File: config.mk
export PLATFORM = sky130hd
export DESIGN_NAME = timer_pwm_capture_core
export DESIGN_NICKNAME = d
export VERILOG_FILES = /design/src/common/timer_pkg.sv /design/src/logic/timer_pwm_capture_core.sv
export VERILOG_INCLUDE_DIRS = /design/src /design/src/common
export SDC_FILE = /design/constraint.sdc
export NUM_CORES = 1
export LEC_CHECK = 0
export BUFFER_PORTS_ARGS = -buffer_cell sky130_fd_sc_hd__buf_4
export CAP_MARGIN = 20
export CORE_UTILIZATION = 45
export DETAILED_ROUTE_END_ITERATION = 10
export PLACE_DENSITY = 0.64
export SETUP_SLACK_MARGIN = 0.05
export SYNTH_ARGS = -nofsm -noshare
export SYNTH_HDL_FRONTEND = slang
export SYNTH_SLANG_ARGS = --single-unit
File: constraint.sdc
create_clock -name aclk -period 3.6 [get_ports aclk]
set_input_delay 0.72 -clock aclk [delete_from_list [all_inputs] [get_ports aclk]]
set_output_delay 0.72 -clock aclk [all_outputs]
set_load 0.05 [all_outputs]
File: src/common/timer_defs.svh
// offsets, field positions, reset values and codes of the timer pair
`ifndef TIMER_DEFS_SVH
`define TIMER_DEFS_SVH

// ==========================================================
// register indices (byte address is four times the index)
`define TMR0_COUNT_IDX        14'hF00
`define TMR0_CMP_HIGH_IDX     14'hF04
`define TMR0_CMP_LOW_IDX      14'hF05
`define TMR0_CASC_CTRL_IDX    14'hF06
`define TMR0_MAIN_CTRL_IDX    14'hF07
`define TMR1_COUNT_IDX        14'hF08
`define TMR1_CMP_HIGH_IDX     14'hF0C
`define TMR1_CMP_LOW_IDX      14'hF0D
`define TMR1_CASC_CTRL_IDX    14'hF0E
`define TMR1_MAIN_CTRL_IDX    14'hF0F
// index bits that pick the timer, and the register within a timer
`define TMR_SEL_BIT           3
`define TMR_BASE_IDX          10'h0F0
`define TMR_SUB_COUNT         3'h0
`define TMR_SUB_CMP_HIGH      3'h4
`define TMR_SUB_CMP_LOW       3'h5
`define TMR_SUB_CASC          3'h6
`define TMR_SUB_MAIN          3'h7

// ==========================================================
// field positions
`define CTRL_ENABLE_BIT       7
`define CTRL_POLARITY_BIT     6
`define CTRL_PRESCALE_HI      5
`define CTRL_PRESCALE_LO      3
`define CTRL_MODE_HI          2
`define CTRL_MODE_LO          0
`define CASC_BIT              4

// ==========================================================
// reset values and constants
`define CTRL_RESET            8'h00
`define CMP_RESET             8'h00
`define CASC_RESET            8'h00
`define COUNT_RESET           16'h0000
`define COUNT_LAST            16'hFFFF
`define PRESCALE_FULL         7'h7F
`define AXI_RESP_OKAY         2'h0
`define AXI_RESP_SLVERR       2'h2

`endif

File: src/common/timer_pkg.sv
// types shared by the timer pair
`default_nettype none
package timer_pkg;

	// ======================================================
	// operating modes of one timer
	typedef enum logic [2:0] {
		MODE_ONE_SHOT   = 3'h0,
		MODE_CONTINUOUS = 3'h1,
		MODE_COUNTER    = 3'h2,
		MODE_PWM        = 3'h3,
		MODE_CAPTURE    = 3'h4,
		MODE_CAP_CMP    = 3'h5
	} op_mode_t;

endpackage : timer_pkg
`default_nettype wire

File: src/logic/timer_pwm_capture_core.sv
// two 16-bit timers with pwm, capture and cascade behind axi4-lite
// Summary of operation
// count equal to compare bytes changes output; the code does this only in pwm and capture/compare modes
// capture modes store count into compare bytes
// cascade bit swaps inputs to partner outputs
// count holds while disabled, counts while enabled
// one-shot/continuous: idle polarity, toggle on reload
// counter mode toggles; polarity picks counted edge
// pwm polarity 0: idle low, match high
// pwm polarity 1: idle high, match low
// capture polarity picks rising or falling edge
// main control holds all fields, resets zero; the code keeps the cascade bit in the separate cascade control register
// power-of-two prescaler and six operating modes
//
// Register access over AXI4-Lite was left to the implementer.
`default_nettype none
`include "timer_defs.svh"

module timer_pwm_capture_core import timer_pkg::*; #(
	parameter int NUM_TIMERS  = 2,
	parameter int COUNT_WIDTH = 16,
	parameter int ADDR_WIDTH  = 16
) (
	// clock and reset
	input  wire logic                    aclk,
	input  wire logic                    aresetn,
	// axi4-lite write address
	input  wire logic [ADDR_WIDTH-1:0]   s_axi_awaddr,
	input  wire logic [2:0]              s_axi_awprot,
	input  wire logic                    s_axi_awvalid,
	output var  logic                    s_axi_awready,
	// axi4-lite write data
	input  wire logic [31:0]             s_axi_wdata,
	input  wire logic [3:0]              s_axi_wstrb,
	input  wire logic                    s_axi_wvalid,
	output var  logic                    s_axi_wready,
	// axi4-lite write response
	output var  logic [1:0]              s_axi_bresp,
	output var  logic                    s_axi_bvalid,
	input  wire logic                    s_axi_bready,
	// axi4-lite read address
	input  wire logic [ADDR_WIDTH-1:0]   s_axi_araddr,
	input  wire logic [2:0]              s_axi_arprot,
	input  wire logic                    s_axi_arvalid,
	output var  logic                    s_axi_arready,
	// axi4-lite read data
	output var  logic [31:0]             s_axi_rdata,
	output var  logic [1:0]              s_axi_rresp,
	output var  logic                    s_axi_rvalid,
	input  wire logic                    s_axi_rready,
	// timer pins
	input  wire logic [NUM_TIMERS-1:0]   timer_in,
	output var  logic [NUM_TIMERS-1:0]   timer_out
);

	// ======================================================
	// elaboration checks
	if (NUM_TIMERS != 2) begin : g_bad_timers
		$error("cascade pairing needs exactly two timers");
	end
	if (COUNT_WIDTH != 16) begin : g_bad_width
		$error("count must be two compare bytes wide");
	end
	if (ADDR_WIDTH < 16) begin : g_bad_addr
		$error("address too narrow for the register map");
	end

	// ======================================================
	// register storage
	logic [7:0]             cmp_high [NUM_TIMERS]; // compare high byte
	logic [7:0]             cmp_low  [NUM_TIMERS]; // compare low byte
	logic [7:0]             casc_ctl [NUM_TIMERS]; // cascade control
	logic [7:0]             main_ctl [NUM_TIMERS]; // main control
	logic [COUNT_WIDTH-1:0] count    [NUM_TIMERS]; // live count
	logic [6:0]             pre      [NUM_TIMERS]; // prescale counter
	logic [NUM_TIMERS-1:0]  in_prev;               // last selected input

	// bus bookkeeping
	logic [ADDR_WIDTH-1:0]  aw_addr;   // held write address
	logic [31:0]            w_data;    // held write data
	logic [3:0]             w_strb;    // held write strobes
	logic                   aw_got;    // address taken, awaiting data
	logic                   w_got;     // data taken, awaiting address

	// ======================================================
	// decode helpers
	// true when the address lands on a mapped register
	function automatic logic map_hit(input logic [ADDR_WIDTH-1:0] a);
		logic [13:0] idx;
		idx = a[15:2];
		map_hit = (idx[13:4] == `TMR_BASE_IDX) &&
			(idx[2:0] == `TMR_SUB_COUNT || idx[2] == 1'b1);
	endfunction : map_hit

	// low mask of prescale counter bits for a divide by 2^p
	function automatic logic [6:0] pre_mask(input logic [2:0] p);
		pre_mask = `PRESCALE_FULL >> (3'h7 - p);
	endfunction : pre_mask

	// ======================================================
	// per-timer combinational view
	logic                   en      [NUM_TIMERS]; // enable bit
	logic                   pol     [NUM_TIMERS]; // polarity bit
	op_mode_t               mode    [NUM_TIMERS]; // operating mode
	logic                   in_sel  [NUM_TIMERS]; // chosen input
	logic                   edge_hit[NUM_TIMERS]; // chosen edge seen
	logic                   step    [NUM_TIMERS]; // count advances
	logic                   match   [NUM_TIMERS]; // count equals compare
	logic                   reload  [NUM_TIMERS]; // count wraps
	logic                   capture [NUM_TIMERS]; // capture now
	logic [COUNT_WIDTH-1:0] cmp_val [NUM_TIMERS]; // joined compare

	always_comb begin
		for (int i = 0; i < NUM_TIMERS; i++) begin
			en[i]   = main_ctl[i][`CTRL_ENABLE_BIT];
			pol[i]  = main_ctl[i][`CTRL_POLARITY_BIT];
			mode[i] = op_mode_t'(main_ctl[i][`CTRL_MODE_HI:`CTRL_MODE_LO]);
			// input selection
			in_sel[i] = casc_ctl[i][`CASC_BIT] ?
				timer_out[NUM_TIMERS-1-i] : timer_in[i];
			// polarity picks the edge
			edge_hit[i] = pol[i] ? (in_prev[i] & ~in_sel[i])
				: (~in_prev[i] & in_sel[i]);
			// prescaled tick, counter mode counts edges
			step[i] = en[i] && ((mode[i] == MODE_COUNTER) ? edge_hit[i]
				: ((pre[i] & pre_mask(main_ctl[i][`CTRL_PRESCALE_HI:
				`CTRL_PRESCALE_LO])) == pre_mask(main_ctl[i]
				[`CTRL_PRESCALE_HI:`CTRL_PRESCALE_LO])));
			// compare on joined bytes
			cmp_val[i] = {cmp_high[i], cmp_low[i]};
			match[i]   = en[i] && (count[i] == cmp_val[i]);
			reload[i]  = step[i] && ((count[i] == `COUNT_LAST) ||
				(mode[i] == MODE_CAP_CMP && match[i]));
			capture[i] = en[i] && edge_hit[i] &&
				(mode[i] == MODE_CAPTURE || mode[i] == MODE_CAP_CMP);
		end
	end

	// write strobe into the register file, one cycle per write
	logic                   do_write;
	logic [13:0]            w_idx;
	assign do_write = aw_got && w_got && !s_axi_bvalid;
	assign w_idx    = aw_addr[15:2];

	// ======================================================
	// axi write channels
	// address and data are taken in either order and held
	always_ff @(posedge aclk) begin
		if (!aresetn) begin
			s_axi_awready <= 1'b1;
			s_axi_wready  <= 1'b1;
			aw_got        <= 1'b0;
			w_got         <= 1'b0;
			aw_addr       <= '0;
			w_data        <= 32'h0000_0000;
			w_strb        <= 4'h0;
		end else begin
			if (s_axi_awvalid && s_axi_awready) begin
				aw_addr       <= s_axi_awaddr;
				aw_got        <= 1'b1;
				s_axi_awready <= 1'b0;
			end
			if (s_axi_wvalid && s_axi_wready) begin
				w_data       <= s_axi_wdata;
				w_strb       <= s_axi_wstrb;
				w_got        <= 1'b1;
				s_axi_wready <= 1'b0;
			end
			// both halves consumed by the write itself
			if (do_write) begin
				aw_got <= 1'b0;
				w_got  <= 1'b0;
			end
			// reopen only after the response is accepted
			if (s_axi_bvalid && s_axi_bready) begin
				s_axi_awready <= 1'b1;
				s_axi_wready  <= 1'b1;
			end
		end
	end

	// write response, error for holes in the map
	always_ff @(posedge aclk) begin
		if (!aresetn) begin
			s_axi_bvalid <= 1'b0;
			s_axi_bresp  <= `AXI_RESP_OKAY;
		end else if (do_write) begin
			s_axi_bvalid <= 1'b1;
			s_axi_bresp  <= map_hit(aw_addr) ? `AXI_RESP_OKAY
				: `AXI_RESP_SLVERR;
		end else if (s_axi_bready) begin
			s_axi_bvalid <= 1'b0;
		end
	end

	// ======================================================
	// axi read channel, answer one cycle after the address
	always_ff @(posedge aclk) begin
		if (!aresetn) begin
			s_axi_arready <= 1'b1;
			s_axi_rvalid  <= 1'b0;
			s_axi_rdata   <= 32'h0000_0000;
			s_axi_rresp   <= `AXI_RESP_OKAY;
		end else if (s_axi_arvalid && s_axi_arready) begin
			s_axi_arready <= 1'b0;
			s_axi_rvalid  <= 1'b1;
			s_axi_rresp   <= map_hit(s_axi_araddr) ? `AXI_RESP_OKAY
				: `AXI_RESP_SLVERR;
			s_axi_rdata   <= 32'h0000_0000;
			if (map_hit(s_axi_araddr)) begin
				// narrow registers sit in the low bits
				unique case (s_axi_araddr[4:2])
					`TMR_SUB_COUNT: s_axi_rdata[15:0] <=
						count[s_axi_araddr[`TMR_SEL_BIT+2]];
					`TMR_SUB_CMP_HIGH: s_axi_rdata[7:0] <=
						cmp_high[s_axi_araddr[`TMR_SEL_BIT+2]];
					`TMR_SUB_CMP_LOW: s_axi_rdata[7:0] <=
						cmp_low[s_axi_araddr[`TMR_SEL_BIT+2]];
					`TMR_SUB_CASC: s_axi_rdata[7:0] <=
						casc_ctl[s_axi_araddr[`TMR_SEL_BIT+2]];
					`TMR_SUB_MAIN: s_axi_rdata[7:0] <=
						main_ctl[s_axi_araddr[`TMR_SEL_BIT+2]];
					default: s_axi_rdata <= 32'h0000_0000;
				endcase
			end
		end else if (s_axi_rvalid && s_axi_rready) begin
			s_axi_arready <= 1'b1;
			s_axi_rvalid  <= 1'b0;
		end
	end

	// ======================================================
	// control registers
	// one-shot drops its own enable on reload; a software write
	// in the same cycle wins so a fresh start is never lost
	always_ff @(posedge aclk) begin
		for (int i = 0; i < NUM_TIMERS; i++) begin
			// fields reset to zero
			if (!aresetn) begin
				main_ctl[i] <= `CTRL_RESET;
				casc_ctl[i] <= `CASC_RESET;
			end else begin
				if (do_write && map_hit(aw_addr) && w_strb[0] &&
					w_idx[`TMR_SEL_BIT] == i[0]) begin
					if (w_idx[2:0] == `TMR_SUB_MAIN) begin
						main_ctl[i] <= w_data[7:0];
					end
					if (w_idx[2:0] == `TMR_SUB_CASC) begin
						casc_ctl[i] <= w_data[7:0];
					end
				end
				if (reload[i] && mode[i] == MODE_ONE_SHOT &&
					!(do_write && w_idx[2:0] == `TMR_SUB_MAIN &&
					w_idx[`TMR_SEL_BIT] == i[0])) begin
					main_ctl[i][`CTRL_ENABLE_BIT] <= 1'b0;
				end
			end
		end
	end

	// compare bytes; a capture beats a software write
	always_ff @(posedge aclk) begin
		for (int i = 0; i < NUM_TIMERS; i++) begin
			if (!aresetn) begin
				cmp_high[i] <= `CMP_RESET;
				cmp_low[i]  <= `CMP_RESET;
			end else if (capture[i]) begin
				// captured count into compare bytes
				{cmp_high[i], cmp_low[i]} <= count[i];
			end else if (do_write && map_hit(aw_addr) && w_strb[0] &&
				w_idx[`TMR_SEL_BIT] == i[0]) begin
				if (w_idx[2:0] == `TMR_SUB_CMP_HIGH) begin
					cmp_high[i] <= w_data[7:0];
				end
				if (w_idx[2:0] == `TMR_SUB_CMP_LOW) begin
					cmp_low[i] <= w_data[7:0];
				end
			end
		end
	end

	// ======================================================
	// counting: prescaler, count and input history
	always_ff @(posedge aclk) begin
		for (int i = 0; i < NUM_TIMERS; i++) begin
			if (!aresetn) begin
				count[i]   <= `COUNT_RESET;
				pre[i]     <= 7'h00;
				in_prev[i] <= 1'b0;
			end else begin
				in_prev[i] <= in_sel[i];
				// prescaler restarts while idle
				pre[i] <= en[i] ? pre[i] + 7'h01 : 7'h00;
				// hold unless enabled and stepping
				if (reload[i]) begin
					count[i] <= `COUNT_RESET;
				end else if (step[i]) begin
					count[i] <= count[i] + 16'h0001;
				end
			end
		end
	end

	// ======================================================
	// output drive
	always_ff @(posedge aclk) begin
		for (int i = 0; i < NUM_TIMERS; i++) begin
			if (!aresetn) begin
				timer_out[i] <= 1'b0;
			end else if (!en[i]) begin
				// idle level is the polarity bit
				timer_out[i] <= pol[i];
			end else if (mode[i] == MODE_PWM) begin
				// reload restores polarity, match inverts
				if (reload[i]) begin
					timer_out[i] <= pol[i];
				end else if (match[i]) begin
					timer_out[i] <= ~pol[i];
				end
			end else if (reload[i]) begin
				// toggle on every reload
				timer_out[i] <= ~timer_out[i];
			end
		end
	end

	// ======================================================
	// checks
	for (genvar g = 0; g < 2; g++) begin : g_chk
		a_hold_when_off: assert property (
			@(posedge aclk) disable iff (!aresetn)
			!en[g] |=> count[g] == $past(count[g]))
			else $error("count moved while disabled");
		a_pwm_idle_low: assert property (
			@(posedge aclk) disable iff (!aresetn)
			(mode[g] == MODE_PWM && !en[g] && !pol[g])
			|=> timer_out[g] == 1'b0)
			else $error("pwm idle output not low");
		a_pwm_idle_high: assert property (
			@(posedge aclk) disable iff (!aresetn)
			(mode[g] == MODE_PWM && !en[g] && pol[g])
			|=> timer_out[g] == 1'b1)
			else $error("pwm idle output not high");
		a_pwm_match_out: assert property (
			@(posedge aclk) disable iff (!aresetn)
			(mode[g] == MODE_PWM && match[g] && !reload[g])
			|=> timer_out[g] == !$past(pol[g]))
			else $error("pwm match did not drive output");
		a_capture_store: assert property (
			@(posedge aclk) disable iff (!aresetn)
			capture[g] |=> {cmp_high[g], cmp_low[g]} ==
			$past(count[g]))
			else $error("capture did not store count");
		a_reload_toggle: assert property (
			@(posedge aclk) disable iff (!aresetn)
			(en[g] && mode[g] == MODE_CONTINUOUS && reload[g])
			|=> timer_out[g] != $past(timer_out[g]))
			else $error("reload did not toggle output");
		a_counter_edge: assert property (
			@(posedge aclk) disable iff (!aresetn)
			(en[g] && mode[g] == MODE_COUNTER && !edge_hit[g])
			|=> count[g] == $past(count[g]))
			else $error("counter moved without an edge");
		a_cascade_source: assert property (
			@(posedge aclk) disable iff (!aresetn)
			casc_ctl[g][`CASC_BIT] |-> in_sel[g] == timer_out[1-g])
			else $error("cascade input not partner output");
		a_ctrl_reset: assert property (
			@(posedge aclk)
			!aresetn |=> main_ctl[g] == `CTRL_RESET)
			else $error("main control not cleared by reset");
		a_prescale_tick: assert property (
			@(posedge aclk) disable iff (!aresetn)
			(en[g] && mode[g] == MODE_CONTINUOUS &&
			main_ctl[g][`CTRL_PRESCALE_HI:`CTRL_PRESCALE_LO] == 3'h1
			&& pre[g][0] == 1'b0) |=> count[g] == $past(count[g]))
			else $error("count stepped off the prescale tick");
	end

endmodule : timer_pwm_capture_core
`default_nettype wire

==> impl_summary.log <==
[metrics] status: finished, final reports clean
[metrics] GP Congestion: 0.852
[metrics] # H-tree levels: 4
[metrics] type of the worst setup path: reg -> reg
[metrics] startpoint of the lowest-slack hold path: aw_addr[15]
[metrics] number of different library cells in the post-synthesis netlist: 61
[metrics] count of flip-flops with a built-in enable after synthesis: 64
[metrics] data required time at the worst endpoint: 3.90 ns
[metrics] total number of yosys warnings: 0
[metrics] initial standard-cell utilization of the core: 0.465
[metrics] final critical-path required period: 2.53 ns
[metrics] final number of max-transition violations: 0
[metrics] slew of the pin with the lowest slew margin: 0.928 ns
[metrics] critical register-to-register path startpoint: count[0][1]
[metrics] Worst Path Max Fanout: 13
[metrics] total setup buffers inserted after CTS: 0
[metrics] via-per-instance ratio: 5.59
[metrics] number of antenna violations at the first check in global routing: 0
[metrics] Die Width: 139 µm
[metrics] HPWL after DPL: 15,100 µm
[metrics] CP Capture Type: flop
[metrics] clock tree from TritonCTS: built
[metrics] endpoints failing setup: 0
[metrics] count of endpoints failing hold in the final timing report: 0
[metrics] number of nets in the final layout: 1,029
[metrics] vias in the first global route: 6,054
[metrics] CTS buffer count: 17
[metrics] most common library cells after synthesis: 98 x dfxtp_1, 98 x nor2_1, 84 x a21oi_1
[metrics] Final Cycle Share: 0.704
[metrics] worst setup path startpoint: count[0][1]
[metrics] Worst-path clk slew: 0.07 ns
[metrics] average size of a mapped cell: 9.50 µm²
[metrics] synth-to-layout area growth: 13.9%
[metrics] maximum frequency from static timing analysis: 0.395 GHz
[metrics] largest voltage drop on the vdd net: 0.342 mV
[metrics] worst clock skew: 0.0122 ns
[metrics] I/O pin cnt: 126
[metrics] PD cells: 431 nW/µm²
[metrics] wire per inst: 18.3 µm
[metrics] Post-Route Setup TNS: 0 ns
[metrics] pin count of the biggest net entering global routing: 51
[metrics] HP Class: reg -> reg
[metrics] portion of the post-synthesis area used by sequential elements: 0.460
[metrics] ANT nets after route: 0
[metrics] first-pass GRT wire length: 33,800 µm
[metrics] Die Footprint: 19,300 µm²
[metrics] synth top area cells: dfxtp_1 23%, edfxtp_1 23%, mux2i_1 6.1%
[metrics] total via count after detailed routing: 6,623
[metrics] PnR worst setup slack: 1.07 ns
[metrics] Congestion Overflow GR: 0
[metrics] cell count after synthesis: 888
[metrics] flip-flop and latch count after synthesis: 162
[metrics] Residual DRC: 0
[metrics] CTS root buf: clkbuf_16
[metrics] data arrival time of the critical path: 2.84 ns
[metrics] ratio of cells with drive above 1 in the final layout: 0.164
[metrics] Post-Place Setup Slack: 0.570 ns
[metrics] setup repair after global routing missed its margin: no
[metrics] Antenna Diode Count: 0
[metrics] num rows: 49
[metrics] share of the synthesized area in the top cell type: 0.233
[metrics] total leakage power: 0.00359 µW
[metrics] Die Span Y: 139 µm
[metrics] aggregate routed wire length: 21,700 µm
[metrics] Port Buffers: 70
[metrics] detailed-router iteration count before antenna repair: 8
[metrics] share of synthesized flip-flops with an asynchronous set or reset: 0
[metrics] Worst slew margin: 0.380
[metrics] number of sinks on the clock net: 162
[metrics] clock insertion delay at the later pin of the skew report: 0.44 ns
[metrics] type of origin of the critical path: flop
[metrics] netlist area before placement: 8430 µm²
[metrics] flip-flop cell with the highest count after synthesis: dfxtp_1
[metrics] area leader, netlist: dfxtp_1
[metrics] count of max-cap constraint violations: 0
[metrics] number of hold buffers added after cts: 0
[metrics] post-cts sizing count: 0
[metrics] DR iter-0 viols: 544
[metrics] Core Region: 18,100 µm²
[metrics] overall routing resource usage: 0.230
[metrics] maximum clock path buffer count: 2
[sequential cells by signal, indices dropped and copies added, names as in the netlist]
name / flops
aw_addr: 14
aw_got: 1
casc_ctl: 16
cmp_high: 16
cmp_low: 16
count: 32
in_prev: 2
main_ctl: 16
pre: 14
s_axi_arready: 1
s_axi_awready: 1
s_axi_bresp: 1
s_axi_bvalid: 1
s_axi_rdata: 16
s_axi_rresp: 1
s_axi_rvalid: 1
s_axi_wready: 1
timer_out: 2
w_data: 8
w_got: 1
w_strb: 1
[layout by cell type, fill, tap and decap left out, types with 8 or more instances in the layout]
| cell | netlist | routed |
|---|---|---|
| edfxtp_1 | 64 | 64 |
| clkbuf_16 | 0 | 17 |
| mux2i_1 | 51 | 51 |
| dfxtp_1 | 98 | 98 |
| inv_1 | 13 | 13 |
| xnor2_1 | 31 | 31 |
| xor2_1 | 39 | 39 |
| and3_1 | 11 | 11 |
| nor2_4 | 8 | 8 |
| buf_4 | 18 | 82 |
| nand3_1 | 24 | 24 |
| a21oi_1 | 84 | 84 |
| o21ai_0 | 47 | 45 |
| nand4_1 | 14 | 14 |
| and2_1 | 39 | 39 |
| conb_1 | 1 | 18 |
| nand2b_1 | 8 | 8 |
| nand2_1 | 79 | 79 |
| mux2_2 | 12 | 12 |
| a22oi_1 | 8 | 8 |
| nor2_1 | 98 | 98 |
[worst paths after layout]
path                      end  slack [ns]  cells past startpoint
hold / removal    aw_addr[15]        0.46                      2
hold reg to reg   aw_addr[15]        0.46                      2
setup / recovery  count[0][5]        1.07                      8
setup reg to reg  count[0][5]        1.07                      8
[final cells by class]
cell class / count / area [µm²]
clock buffer: 18 / 439
clock inverter: 14 / 103
fill: 1669 / 8540
inverter: 14 / 52.6
multi-input combinational: 664 / 4200
sequential: 162 / 3880
tap: 229 / 287
timing repair buffer: 83 / 643
[cell families (layout without fill, tap and decap cells)]
logic type                 count (synthesis)  count (layout)  share of synthesized area
adders and majority gates                  4               4                    0.00593
muxes                                     68              68                     0.0899
DFF                                      162             162                      0.460
xor gates and xnor gates                  70              70                     0.0727
buffers and inverters                     79             129                     0.0495
AOI/OAI and AO/OA                        176             176                      0.119
and+or+nand+nor                          328             328                      0.202
other                                      1              18                   0.000445
[per-layer routing]
metal / vias up / GRT usage / routed length, µm
li1: 3212 / - / -
met1: 3150 / 0.334 / 10100
met2: 222 / 0.334 / 9380
met3: 39 / 0.0425 / 1510
met4: 0 / 0.0988 / 628
met5: - / 0 / 0
[power by group]
group | switching, µW | internal [µW]
Clock | 797 | 910
Combinational | 229 | 142
Sequential | 100 | 1970
Total | 1130 | 3020
[stage by stage]
stage,hold slack [ns],instances,power [µW],cell area [µm²],util
final,0.457,1184,4140,9610,0.530
after global routing,0.480,1184,4260,9610,0.530
after CTS,0.457,1183,4160,9580,0.528
after detailed placement,0.447,1151,2470,9040,0.498
after global placement,0.441,1151,2470,9040,0.498
after floorplan,0.431,905,2350,8500,-
[worst max-delay path: stages, from the launching register on]
cell      delay, ns
edfxtp_1       0.53
ha_1           0.29
nand2_1        0.11
and4bb_4       0.25
and3_4         0.19
o21bai_1       0.16
or3_1          0.52
buf_16         0.24
nor2_1         0.11
No activity file was read; power rests on OpenSTA's default activity.
